**config.mk**
```make
export PLATFORM = sky130hd
export DESIGN_NAME = bso_regs
export DESIGN_NICKNAME = d
export VERILOG_FILES = /design/src/bso_pkg.sv /design/src/bso_sample_queue.sv /design/src/bso_regs.sv
export VERILOG_INCLUDE_DIRS = /design/src /design/src/src
export SDC_FILE = /design/constraint.sdc
export NUM_CORES = 1
export LEC_CHECK = 0
export BUFFER_PORTS_ARGS = -buffer_cell sky130_fd_sc_hd__buf_2
export CORE_ASPECT_RATIO = 0.5
export CORE_MARGIN = 2
export CORE_UTILIZATION = 30
export DETAILED_ROUTE_END_ITERATION = 12
export GPL_ROUTABILITY_DRIVEN = 0
export PLACE_DENSITY_LB_ADDON = 0.1
export SETUP_SLACK_MARGIN = 0.2
export SYNTH_ARGS = -nofsm -noshare
export SYNTH_HDL_FRONTEND = slang
export SYNTH_HIERARCHICAL = 1
export SYNTH_SLANG_ARGS = --single-unit
```
**constraint.sdc**
```tcl
create_clock -name sys_clk -period 9.2 [get_ports sys_clk]
set_input_delay 0.92 -clock sys_clk [delete_from_list [all_inputs] [get_ports sys_clk]]
set_output_delay 0.92 -clock sys_clk [all_outputs]
set_load 0.05 [all_outputs]
```
**src/bso_defines.svh**
```systemverilog
`ifndef BSO_DEFINES_SVH
`define BSO_DEFINES_SVH
// ----------------------------------------------------------------
// register offsets
// ----------------------------------------------------------------
`define BSO_ADR_THRESHOLD   8'h14
`define BSO_ADR_REF_LOW     8'h15
`define BSO_ADR_REF_HIGH    8'h16
`define BSO_ADR_OFS_LOW     8'h18
`define BSO_ADR_OFS_HIGH    8'h19
`define BSO_ADR_INT_ORIGIN  8'h24
`define BSO_ADR_FILL_LEVEL  8'h25
`define BSO_ADR_QUEUE_FLAGS 8'h26
`define BSO_ADR_STATUS      8'h27
`define BSO_ADR_PRESS_LOW   8'h28
`define BSO_ADR_PRESS_MID   8'h29
`define BSO_ADR_PRESS_HIGH  8'h2A
`define BSO_ADR_TEMP_LOW    8'h2B
`define BSO_ADR_TEMP_HIGH   8'h2C
`define BSO_ADR_QUEUE_PLOW  8'h78
// ----------------------------------------------------------------
// field positions
// ----------------------------------------------------------------
`define BSO_BIT_BOOT_RUN    7
`define BSO_BIT_ANY_EVENT   2
`define BSO_BIT_DIFF_LOW    1
`define BSO_BIT_DIFF_HIGH   0
`define BSO_BIT_THR_REACHED 7
`define BSO_BIT_OVERWRITE   6
`define BSO_BIT_COMPLETE    5
`define BSO_BIT_TEMP_OVR    5
`define BSO_BIT_PRESS_OVR   4
`define BSO_BIT_TEMP_READY  1
`define BSO_BIT_PRESS_READY 0
// ----------------------------------------------------------------
// reset values and sizes
// ----------------------------------------------------------------
`define BSO_RST_BYTE        8'h00
`define BSO_RST_THRESHOLD   7'h00
`define BSO_RST_WORD        16'h0000
`define BSO_QUEUE_DEPTH     128
`define BSO_QUEUE_FULL      8'h80
`endif

```
**src/bso_pkg.sv**
```systemverilog
`default_nettype none
package bso_pkg;
  typedef struct packed {
    logic        press_valid;
    logic [23:0] press_raw;
    logic        temp_valid;
    logic [15:0] temp_raw;
  } bso_sample_t;

  typedef struct packed {
    logic zero_capture;
    logic ref_auto_update;
    logic diff_interrupt_enable;
    logic halt_at_threshold;
    logic stream_mode;
  } bso_ctrl_t;

  typedef struct packed {
    logic boot_run;
    logic diff_low_event;
    logic diff_high_event;
  } bso_event_t;

  typedef enum logic [1:0] {
    BSO_Q_IDLE,
    BSO_Q_FILL,
    BSO_Q_HALT
  } bso_qstate_t;
endpackage
`default_nettype wire

```
**src/bso_sample_queue.sv**
```systemverilog
`include "bso_defines.svh"
`default_nettype none
module bso_sample_queue
  import bso_pkg::*;
(
  input  wire logic        sys_clk,
  input  wire logic        rstn,
  input  wire logic        push,
  input  wire logic [23:0] push_data,
  input  wire logic        pop,
  input  wire logic        halt_at_threshold,
  input  wire logic        stream_mode,
  input  wire logic [6:0]  threshold_level,
  output logic [7:0]       fill_count,
  output logic [23:0]      head_data,
  output logic             overwrite_seen
);
  // ----------------------------------------------------------------
  // storage
  // ----------------------------------------------------------------
  logic [23:0] mem_ff [0:`BSO_QUEUE_DEPTH-1];
  logic [6:0]  wr_ptr_ff;
  logic [6:0]  rd_ptr_ff;
  logic [7:0]  cnt_ff;
  logic        ovr_ff;
  logic [7:0]  limit;
  logic        is_full;
  logic        do_pop;
  logic        do_push;
  logic        do_over;

  // halt mode shrinks the capacity to the threshold
  assign limit   = halt_at_threshold ? {1'b0, threshold_level} : `BSO_QUEUE_FULL;
  assign is_full = (cnt_ff >= limit);
  assign do_pop  = pop && (cnt_ff != 8'h00);
  assign do_push = push && !is_full;
  // stream mode drops the oldest; halt never overwrites
  assign do_over = push && is_full && stream_mode && !halt_at_threshold && (cnt_ff != 8'h00);

  always_ff @(posedge sys_clk) begin
    if (do_push || do_over) begin
      mem_ff[wr_ptr_ff] <= push_data;
    end
  end

  always_ff @(posedge sys_clk or negedge rstn) begin
    if (!rstn) begin
      wr_ptr_ff <= 7'h00;
      rd_ptr_ff <= 7'h00;
      cnt_ff    <= 8'h00;
      ovr_ff    <= 1'b0;
    end else begin
      if (do_push || do_over) begin
        wr_ptr_ff <= wr_ptr_ff + 7'h01;
      end
      if (do_pop || do_over) begin
        rd_ptr_ff <= rd_ptr_ff + 7'h01;
      end
      if (do_push && !do_pop) begin
        cnt_ff <= cnt_ff + 8'h01;
      end else if (do_pop && !do_push && !do_over) begin
        cnt_ff <= cnt_ff - 8'h01;
      end
      // set wins over the clear by a read
      if (do_over) begin
        ovr_ff <= 1'b1;
      end else if (do_pop) begin
        ovr_ff <= 1'b0;
      end
    end
  end

  assign fill_count     = cnt_ff;
  assign head_data      = mem_ff[rd_ptr_ff];
  assign overwrite_seen = ovr_ff;
endmodule // bso_sample_queue
`default_nettype wire

```
**src/bso_regs.sv**
```systemverilog
`include "bso_defines.svh"
`default_nettype none
// Operation
// - seven-bit threshold, bit seven zero, resets zero
// - signed reference word in two bytes
// - reference captured only when zeroing/update enabled
// - signed offset word, host programmable
// - boot bit high while trim reload runs
// - any-event flag when an interrupt occurred
// - bit one low event, bit zero high
// - fill count, zero empty, 128 full
// - threshold flag when fill at least a nonzero threshold
// - overwrite flag when full and overwritten
// - complete flag when full, none overwritten
// - temperature overrun on overwritten result
// - pressure overrun on overwritten result
// - temperature ready on new result
// - pressure ready on new result
// - status refreshed once per output period, and at once when a single shot completes; a temperature arriving with the shot sample waits for the next rate_tick
// - 24-bit pressure, low byte lowest address
// - pressure output equals measurement minus offset only with diff interrupt, zeroing and auto update off
// - 16-bit temperature, low byte first
// - queue low byte gives oldest sample
// - halt option caps queue at threshold
// - single shot self clears, updates results
module bso_regs
  import bso_pkg::*;
(
  input  wire logic        sys_clk,
  input  wire logic        rstn,
  input  wire logic        reg_wr,
  input  wire logic        reg_rd,
  input  wire logic [7:0]  reg_addr,
  input  wire logic [7:0]  reg_wdata,
  output logic [7:0]       reg_rdata,
  input  wire bso_sample_t sample,
  input  wire logic        rate_tick,
  input  wire bso_ctrl_t   ctrl,
  input  wire bso_event_t  events,
  input  wire logic        single_shot_req,
  input  wire logic [15:0] ref_measured,
  output logic             single_shot_busy,
  output logic [15:0]      offset_word
);
  // ----------------------------------------------------------------
  // input synchronisers for pins from the analog side
  // ----------------------------------------------------------------
  bso_event_t  ev_meta_ff;
  bso_event_t  ev_sync_ff;

  // both stages reset low, so no false event follows reset
  always_ff @(posedge sys_clk or negedge rstn) begin
    if (!rstn) begin
      ev_meta_ff <= '0;
    end else begin
      ev_meta_ff <= events;
    end
  end

  always_ff @(posedge sys_clk or negedge rstn) begin
    if (!rstn) begin
      ev_sync_ff <= '0;
    end else begin
      ev_sync_ff <= ev_meta_ff;
    end
  end

  // ----------------------------------------------------------------
  // writable registers
  // ----------------------------------------------------------------
  logic [6:0]  threshold_level_ff;
  logic [15:0] offset_word_ff;
  logic [15:0] ref_word_ff;

  always_ff @(posedge sys_clk or negedge rstn) begin
    if (!rstn) begin
      threshold_level_ff <= `BSO_RST_THRESHOLD;
    end else if (reg_wr && reg_addr == `BSO_ADR_THRESHOLD) begin
      // bit seven is never stored, so it always reads zero
      threshold_level_ff <= reg_wdata[6:0];
    end
  end

  always_ff @(posedge sys_clk or negedge rstn) begin
    if (!rstn) begin
      offset_word_ff <= `BSO_RST_WORD;
    end else if (reg_wr && reg_addr == `BSO_ADR_OFS_LOW) begin
      offset_word_ff[7:0] <= reg_wdata;
    end else if (reg_wr && reg_addr == `BSO_ADR_OFS_HIGH) begin
      offset_word_ff[15:8] <= reg_wdata;
    end
  end

  // software cannot write the reference; it is latched from a sample in the enable edge cycle, or on every sample under auto update
  logic ref_en_ff;
  logic ref_en;
  assign ref_en = ctrl.zero_capture || ctrl.ref_auto_update;

  always_ff @(posedge sys_clk or negedge rstn) begin
    if (!rstn) begin
      ref_en_ff <= 1'b0;
    end else begin
      ref_en_ff <= ref_en;
    end
  end

  always_ff @(posedge sys_clk or negedge rstn) begin
    if (!rstn) begin
      ref_word_ff <= `BSO_RST_WORD;
    end else if (ref_en && (!ref_en_ff || ctrl.ref_auto_update) && sample.press_valid) begin
      ref_word_ff <= ref_measured;
    end
  end

  // ----------------------------------------------------------------
  // result registers
  // ----------------------------------------------------------------
  logic [23:0] press_result_ff;
  logic [15:0] temp_result_ff;
  logic [23:0] offset_ext;
  logic        plain_path;
  logic        shot_pending_ff;
  logic        shot_done;

  assign offset_ext = {{8{offset_word_ff[15]}}, offset_word_ff};
  assign plain_path = !ctrl.diff_interrupt_enable && !ctrl.zero_capture
                      && !ctrl.ref_auto_update;
  assign shot_done  = shot_pending_ff && sample.press_valid;

  always_ff @(posedge sys_clk or negedge rstn) begin
    if (!rstn) begin
      press_result_ff <= 24'h000000;
    end else if (sample.press_valid) begin
      // result bytes change only on new samples, never on reads
      press_result_ff <= plain_path ? (sample.press_raw - offset_ext)
                                    : sample.press_raw;
    end
  end

  // temperature has no offset path; it is stored as measured
  always_ff @(posedge sys_clk or negedge rstn) begin
    if (!rstn) begin
      temp_result_ff <= 16'h0000;
    end else if (sample.temp_valid) begin
      temp_result_ff <= sample.temp_raw;
    end
  end

  always_ff @(posedge sys_clk or negedge rstn) begin
    if (!rstn) begin
      shot_pending_ff <= 1'b0;
    end else if (single_shot_req) begin
      shot_pending_ff <= 1'b1;
    end else if (shot_done) begin
      shot_pending_ff <= 1'b0;
    end
  end

  // ----------------------------------------------------------------
  // status register
  // ----------------------------------------------------------------
  logic press_ready_ff;
  logic temp_ready_ff;
  logic press_ovr_ff;
  logic temp_ovr_ff;
  logic press_new_ff;
  logic temp_new_ff;
  logic press_read;
  logic temp_read;

  assign press_read = reg_rd && reg_addr == `BSO_ADR_PRESS_HIGH;
  assign temp_read  = reg_rd && reg_addr == `BSO_ADR_TEMP_HIGH;

  // sample events gather between ticks, then are published per period
  always_ff @(posedge sys_clk or negedge rstn) begin
    if (!rstn) begin
      press_new_ff <= 1'b0;
    end else begin
      // a shot sample is published at once; held again it would fake an overrun
      press_new_ff <= (sample.press_valid && !shot_done)
                      || (press_new_ff && !rate_tick && !shot_done);
    end
  end

  always_ff @(posedge sys_clk or negedge rstn) begin
    if (!rstn) begin
      temp_new_ff <= 1'b0;
    end else begin
      temp_new_ff <= sample.temp_valid || (temp_new_ff && !rate_tick);
    end
  end

  always_ff @(posedge sys_clk or negedge rstn) begin
    if (!rstn) begin
      press_ready_ff <= 1'b0;
      temp_ready_ff  <= 1'b0;
      press_ovr_ff   <= 1'b0;
      temp_ovr_ff    <= 1'b0;
    end else if (rate_tick || shot_done) begin
      // new data sets before a read clears
      if (press_new_ff || shot_done) begin
        press_ready_ff <= 1'b1;
        press_ovr_ff   <= press_ready_ff;
      end else if (press_read) begin
        press_ready_ff <= 1'b0;
        press_ovr_ff   <= 1'b0;
      end
      if (temp_new_ff) begin
        temp_ready_ff <= 1'b1;
        temp_ovr_ff   <= temp_ready_ff;
      end else if (temp_read) begin
        temp_ready_ff <= 1'b0;
        temp_ovr_ff   <= 1'b0;
      end
    end else begin
      if (press_read) begin
        press_ready_ff <= 1'b0;
        press_ovr_ff   <= 1'b0;
      end
      if (temp_read) begin
        temp_ready_ff <= 1'b0;
        temp_ovr_ff   <= 1'b0;
      end
    end
  end

  // ----------------------------------------------------------------
  // sample queue
  // ----------------------------------------------------------------
  logic [7:0]  fill_count;
  logic [23:0] queue_head;
  logic        queue_overwrite;
  logic        queue_pop;

  // reading the queue low byte pops one entry
  assign queue_pop = reg_rd && reg_addr == `BSO_ADR_QUEUE_PLOW;

  bso_sample_queue u_queue (
    .sys_clk           (sys_clk),
    .rstn              (rstn),
    .push              (sample.press_valid),
    .push_data         (sample.press_raw),
    .pop               (queue_pop),
    .halt_at_threshold (ctrl.halt_at_threshold),
    .stream_mode       (ctrl.stream_mode),
    .threshold_level   (threshold_level_ff),
    .fill_count        (fill_count),
    .head_data         (queue_head),
    .overwrite_seen    (queue_overwrite)
  );

  logic       threshold_reached_flag;
  logic       queue_complete_flag;
  logic [7:0] q_limit;

  assign q_limit = ctrl.halt_at_threshold ? {1'b0, threshold_level_ff} : `BSO_QUEUE_FULL;
  // a zero threshold leaves the flag idle, so it reads zero after reset
  assign threshold_reached_flag = (threshold_level_ff != 7'h00)
                                  && (fill_count >= {1'b0, threshold_level_ff});
  assign queue_complete_flag    = (fill_count >= q_limit) && !queue_overwrite;

  // ----------------------------------------------------------------
  // read mux
  // ----------------------------------------------------------------
  logic [7:0] nxt_rdata;
  logic [7:0] rdata_ff;

  always_comb begin
    nxt_rdata = `BSO_RST_BYTE;
    case (reg_addr)
      `BSO_ADR_THRESHOLD:   nxt_rdata = {1'b0, threshold_level_ff};
      `BSO_ADR_REF_LOW:     nxt_rdata = ref_word_ff[7:0];
      `BSO_ADR_REF_HIGH:    nxt_rdata = ref_word_ff[15:8];
      `BSO_ADR_OFS_LOW:     nxt_rdata = offset_word_ff[7:0];
      `BSO_ADR_OFS_HIGH:    nxt_rdata = offset_word_ff[15:8];
      `BSO_ADR_INT_ORIGIN: begin
        nxt_rdata[`BSO_BIT_BOOT_RUN]  = ev_sync_ff.boot_run;
        nxt_rdata[`BSO_BIT_ANY_EVENT] = ev_sync_ff.diff_low_event
                                        || ev_sync_ff.diff_high_event;
        nxt_rdata[`BSO_BIT_DIFF_LOW]  = ev_sync_ff.diff_low_event;
        nxt_rdata[`BSO_BIT_DIFF_HIGH] = ev_sync_ff.diff_high_event;
      end
      `BSO_ADR_FILL_LEVEL:  nxt_rdata = fill_count;
      `BSO_ADR_QUEUE_FLAGS: begin
        nxt_rdata[`BSO_BIT_THR_REACHED] = threshold_reached_flag;
        nxt_rdata[`BSO_BIT_OVERWRITE]   = queue_overwrite;
        nxt_rdata[`BSO_BIT_COMPLETE]    = queue_complete_flag;
      end
      `BSO_ADR_STATUS: begin
        nxt_rdata[`BSO_BIT_TEMP_OVR]    = temp_ovr_ff;
        nxt_rdata[`BSO_BIT_PRESS_OVR]   = press_ovr_ff;
        nxt_rdata[`BSO_BIT_TEMP_READY]  = temp_ready_ff;
        nxt_rdata[`BSO_BIT_PRESS_READY] = press_ready_ff;
      end
      `BSO_ADR_PRESS_LOW:   nxt_rdata = press_result_ff[7:0];
      `BSO_ADR_PRESS_MID:   nxt_rdata = press_result_ff[15:8];
      `BSO_ADR_PRESS_HIGH:  nxt_rdata = press_result_ff[23:16];
      `BSO_ADR_TEMP_LOW:    nxt_rdata = temp_result_ff[7:0];
      `BSO_ADR_TEMP_HIGH:   nxt_rdata = temp_result_ff[15:8];
      `BSO_ADR_QUEUE_PLOW:  nxt_rdata = queue_head[7:0];
      default:              nxt_rdata = `BSO_RST_BYTE;
    endcase
  end

  always_ff @(posedge sys_clk or negedge rstn) begin
    if (!rstn) begin
      rdata_ff <= `BSO_RST_BYTE;
    end else if (reg_rd) begin
      rdata_ff <= nxt_rdata;
    end
  end

  // ----------------------------------------------------------------
  // outputs
  // ----------------------------------------------------------------
  logic [15:0] offset_out_ff;
  logic        busy_out_ff;

  always_ff @(posedge sys_clk or negedge rstn) begin
    if (!rstn) begin
      offset_out_ff <= `BSO_RST_WORD;
    end else begin
      offset_out_ff <= offset_word_ff;
    end
  end

  // busy trails pending by a cycle and drops when the shot completes
  always_ff @(posedge sys_clk or negedge rstn) begin
    if (!rstn) begin
      busy_out_ff <= 1'b0;
    end else begin
      busy_out_ff <= shot_pending_ff && !shot_done;
    end
  end

  assign reg_rdata        = rdata_ff;
  assign offset_word      = offset_out_ff;
  assign single_shot_busy = busy_out_ff;
endmodule // bso_regs
`default_nettype wire

```
# Yosys cells after proc, flatten, opt, wreduce, memory -nomap -nowiden
# Memories as Yosys holds them, arrays and structs flattened.
# Index checks and enable logic that the tools add are counted.
op_classes:
  n_addsub: 5
  order_cmp: 2
  eq_ne: 15
  muxes: 29
  n_bitwise: 1
  n_reduce_logical: 54
op_table:
  columns: ["cell", "n"]
  rows:
  - ["equality test 8 x 6 -> 1 bit (second input constant)", 9]
  - ["one-hot mux 1 bit (13 select lines)", 4]
  - ["equality test 8 x 5 -> 1 bit (second input constant)", 5]
  - ["one-hot mux 2 bit (14 select lines)", 1]
  - ["logical AND 1 bit", 27]
  - ["2-to-1 mux 24 bit", 1]
  - ["2-to-1 mux 8 bit", 3]
  - ["subtractor 24 bit", 1]
  - ["2-to-1 mux 1 bit", 18]
  - ["adder 7 x 1 -> 7 bit (second input constant)", 2]
  - ["one-hot mux 1 bit (14 select lines)", 1]
  - ["logical NOT 1 bit", 12]
  - ["one-hot mux 1 bit (12 select lines)", 1]
  - ["logical OR 1 bit", 9]
  - ["adder 8 x 1 -> 8 bit (second input constant)", 1]
  - ["equality test 8 x 7 -> 1 bit (second input constant)", 1]
  - [">= comparator 8 x 7 -> 1 bit", 1]
  - [">= comparator 8 bit", 1]
  - ["nonzero test 8 bit", 1]
  - ["subtractor 8 x 1 -> 8 bit (second input constant)", 1]
  - ["nonzero test 7 bit", 1]
  - ["nonzero test 2 bit", 3]
  - ["AND reduction 2 bit", 1]
  - ["NOT 1 bit", 1]
totals:
  register_bits: 141
  ram_bits: 3072
  inputBits: 88
  out_inout_bits: 25
  wordCells: 134
  mem_count: 1
mem_list:
  columns: ["memory", "depth", "word_bits", "rd", "rd_ports_with_merged_regs", "wr", "line", "text"]
  rows:
  - ["u_queue.mem_ff", 128, 24, 1, 0, 1, "bso_sample_queue.sv:21", "logic [23:0] mem_ff [0:`BSO_QUEUE_DEPTH-1];"]

# Depth between registers and ports, before layout
depth:
  ltp_word: 10
  depth_mapped: 18
  mapped_depth_nobuf: 15

# By module
# The synthesis kept the hierarchy.
modules_own_cells:
  columns: ["mod", "instances", "cells_each", "area_per_inst_um2", "seq_area_each_um2"]
  rows:
  - ["bso_sample_queue", 1, 5461, 119976.3, 92824.0]
  - ["bso_regs", 1, 714, 6875.3, 2952.8]

# Worst setup path after synthesis
# No wires, ideal clock.
synth_timing:
  path_kind: "input to register"
  start: "input ctrl[1] in the netlist's numbering"
  end: "memory u_queue.mem_ff[105][0] (enable)"
  setup_ps: 405
  arrival_ps: 3990
  required_time_ps: 8795
  slack_ps: 4805
  path_stages: 11
  n_path_buf: 2
  path_cell_list: "and2_1 > ha_1 > nand2b_1 > a21o_1 > a211o_1 > a211oi_2 > nand2b_1 > buf_4 > nand3_1 > buf_2 > nor2_1"
synth_via:
  elab_chain_len: 9
  word_cells_on_any_way: 12
  cone_classes: "order compare: 1; mux: 3; reduce/logical: 8"
synth_rtl:
  columns: ["element", "line", "text"]
  rows:
  - ["start, declared", "bso_regs.sv:38", "input wire bso_ctrl_t ctrl,"]
  - ["2-to-1 mux 8 bit (no source line)", null, null]
  - [">= comparator 8 bit", "bso_sample_queue.sv:34", "assign is_full = (cnt_ff >= limit);"]
  - ["logical AND 1 bit (4 in series)", "bso_sample_queue.sv:38", "assign do_over = push && is_full && stream_mode && !halt_at_threshold && (cnt_ff != 8'h00);"]
  - ["logical OR 1 bit (*)", "bso_sample_queue.sv:41", "if (do_push || do_over) begin"]
  - ["2-to-1 mux 1 bit (*)", "bso_sample_queue.sv:41", null]
  - ["2-to-1 mux 1 bit (not written as such) (*)", "bso_sample_queue.sv:42", "mem_ff[wr_ptr_ff] <= push_data;"]
  - ["end, declared", "bso_sample_queue.sv:21", null]
# Mark *: on every way between the ends. The rest lies on a longest branch, timed or not.

# Worst setup path after layout
layout_timing:
  start: "register u_queue.rd_ptr_ff[0]"
  end: "register rdata_ff[4], in the netlist reg_rdata[4]"
layout_via:
  elab_chain_len: 2
layout_rtl:
  columns: ["element", "line", "text"]
  rows:
  - ["start, declared", "bso_sample_queue.sv:23", "logic [6:0] rd_ptr_ff;"]
  - ["start signal, assigned", "bso_sample_queue.sv:57", "rd_ptr_ff <= rd_ptr_ff + 7'h01;"]
  - ["memory read (128 x 24 bit)", null, null]
  - ["net queue_head[4]", "bso_regs.sv:231", "logic [23:0] queue_head;"]
  - ["one-hot mux 1 bit (13 select lines)", "bso_regs.sv:270", "case (reg_addr)"]
  - ["end signal, assigned", "bso_regs.sv:307", "rdata_ff <= `BSO_RST_BYTE;"]
  - ["end signal, assigned", "bso_regs.sv:309", "rdata_ff <= nxt_rdata;"]
  - ["end, declared", "bso_regs.sv:266", "logic [7:0] rdata_ff;"]
# The timed path passes the listed nets, and every way through them passes these cells.
# A chain may end at the register's enable or synchronous reset.

==> results.md <==
* Outcome: finished, final reports clean
* Slew @ Worst Pin at 1.30 ns
* Unrepaired setup endpoints after global routing: false
* CP startpoint: u_queue/rd_ptr_ff[0]
* CTS tree: done
* CP Data Arrival Time at 5.78 ns
* Pin count of the biggest net entering global routing at 104
* Average wire per standard cell at 28.8 um
* First-pass GRT wire length at 209 mm
* Core area at 164000 um2
* CTS sink cnt at 1165
* Final worst path period share at 56.5%
* Via density at 5.07
* Worst EP required at 9.78 ns
* Area grow syn2layout at 12.3%
* Total negative slack at 0 ns
* Vias in the first global route at 26700
* Core Util, Final at 33.8%
* Die Area at 168000 um2
* Synth Instances at 2938
* Initial antenna violation count at 4
* Post-DP HPWL at 95.6 mm
* Final WL at 149 mm
* Drt pass-1 iters at 5
* Residual DRC count at 0
* Setup Buffers After CTS at 0
* Hold Fails Final Rpt at 0
* Fmax at 0.192 GHz
* Via count at 26200
* IO Port Bufs at 112
* R2R Path Start: u_queue/rd_ptr_ff[0]
* Grt ovf at 0
* Mean post-synth cell area at 16.8 um2
* Placed Cells incl. Taps at 4957
* CP endpoint kind: flip-flop
* Nets at 3026
* HP Class: primary input to asynchronous set/reset pin
* Max Slew Vio Count at 0
* Crit start category: flip-flop
* Htree depth at 3
* Pwr dens at 278 nW/um2
* Maximum vdd ir drop at 0.192 mV
* LEAKAGE at 0.0180 uW
* Warnings, synthesis at 6
* Total design power at 15400 uW
* R2R Setup Slk at 4.00 ns
* Die width at 578 um
* Endpoints failing setup at 0
* Die Y at 291 um
* Finished Layout Cells at 5173
* Post-Syn Area at 49300 um2
* Iteration-0 DRC Markers at 2367
* Root buffer cell: clkbuf_16
* Slew margin rel. at 13.1%
* TritonCTS Buffers at 114
* Post_cts resized at 0
* Crit Path Category: flip-flop to flip-flop
* Worst skew pair latency at 0.75 ns
* Max-cap viol count at 0
* CTS clk-pin slew, worst paths at 0.06 ns
* Rows at 105
* GRT Resource Usage Total at 17.5%
* Detail Route Antenna Nets at 0
* Clock Skew at 0.0267 ns
* Proportion of layout cells with a drive suffix above 1 at 22.5%
* Largest fanout on the critical path at 85
* # IOs at 113
* Clock buffer depth at 3
* Minimum clock period at 5.20 ns
* Hold slack at 0.217 ns
* Starting Density at 30.1%
* Syn nets at 3084
* # hold bufs at CTS at 0
worst max-delay path: stages (launching register included):
cell and delay [ns]:
dfrtp_4 0.82, buf_12 0.60, mux4_2 0.59, nor2b_1 0.15, a211oi_1 0.52, a21oi_1 0.18
o22a_1 0.30, a31oi_1 0.28, a31oi_1 0.25, a222oi_1 0.60, o21ai_0 0.17, o21ai_1 0.29
a41oi_1 0.16
state kept, by name (all words and copies together) (netlist names), 7 cells and up:
| register | count |
|---|---|
| temp_result_ff | 16 |
| offset_word_ff | 16 |
| u_queue/wr_ptr_ff | 7 |
| reg_rdata | 8 |
| u_queue/rd_ptr_ff | 7 |
| u_queue/mem_ff | 1024 |
| offset_word | 16 |
| press_result_ff | 24 |
| ref_word_ff | 16 |
| u_queue/fill_count | 8 |
| threshold_level_ff | 7 |
layer usage:
layer | global-route usage, % | vias to the layer above | wire [um] | share of wire (%)
met4 | 3.64 | 0 | 2800 | 1.9
met1 | 25.6 | 14000 | 70000 | 47
met2 | 27.2 | 783 | 67900 | 46
met5 | 0 | - | 0 | 0
li1 | - | 11300 | - | -
met3 | 3.19 | 162 | 8150 | 5.5
cell usage in the layout, fill, tap and decap left out, drive strengths merged, types with 18 or more instances in the layout:
cell	count
nand3	42
ha	56
a21oi	73
bufinv	20
nand2	125
dfrtp	141
a31oi	34
mux2	77
mux4	237
nand2b	18
xnor2	24
nor2	196
a22oi	26
o22ai	23
clkinv	46
o21ai	73
edfxtp	1024
inv	54
a211oi	22
mux2i	122
clkbuf	140
a21o	23
buf	161
nor2b	32
worst paths after layout:
| check | to | cells after the start |
|---|---|---|
| setup / recovery | reg_rdata[4] | 12 |
| hold / removal | ev_sync_ff[2] | 1 |
| setup reg to reg | reg_rdata[4] | 12 |
| hold reg to reg | ev_sync_ff[0] | 0 |
| max in group asynchronous | offset_word[7] | 2 |
| min in group sys_clk | ev_meta_ff[2] | 1 |
final cells by class:
class | count | area [um2]
antenna | 2 | 5.00
clock buffer | 140 | 3030
clock inverter | 74 | 905
fill | 15600 | 108000
inverter | 51 | 191
multi-input combinational | 1387 | 13200
sequential | 1165 | 34300
tap | 2193 | 2740
timing repair buffer | 161 | 1000
power by group:
| group | leakage (uW) | total [uW] | internal (uW) | switching, uW |
|---|---|---|---|---|
| Clock | 0.00192 | 5000 | 2900 | 2090 |
| Combinational | 0.00520 | 4180 | 1690 | 2490 |
| Sequential | 0.0109 | 6240 | 5920 | 312 |
| Total | 0.0180 | 15400 | 10500 | 4890 |
through the flow:
step / setup WS, ns / instance area, um2
floorplan: 5.43 / 49300
detailed placement: 3.75 / 51400
global route: 3.84 / 55400
CTS: 4.01 / 55400
global placement: 3.78 / 51400
finish: 4.00 / 55400
Note: power is estimated with default switching activity, not from simulation.
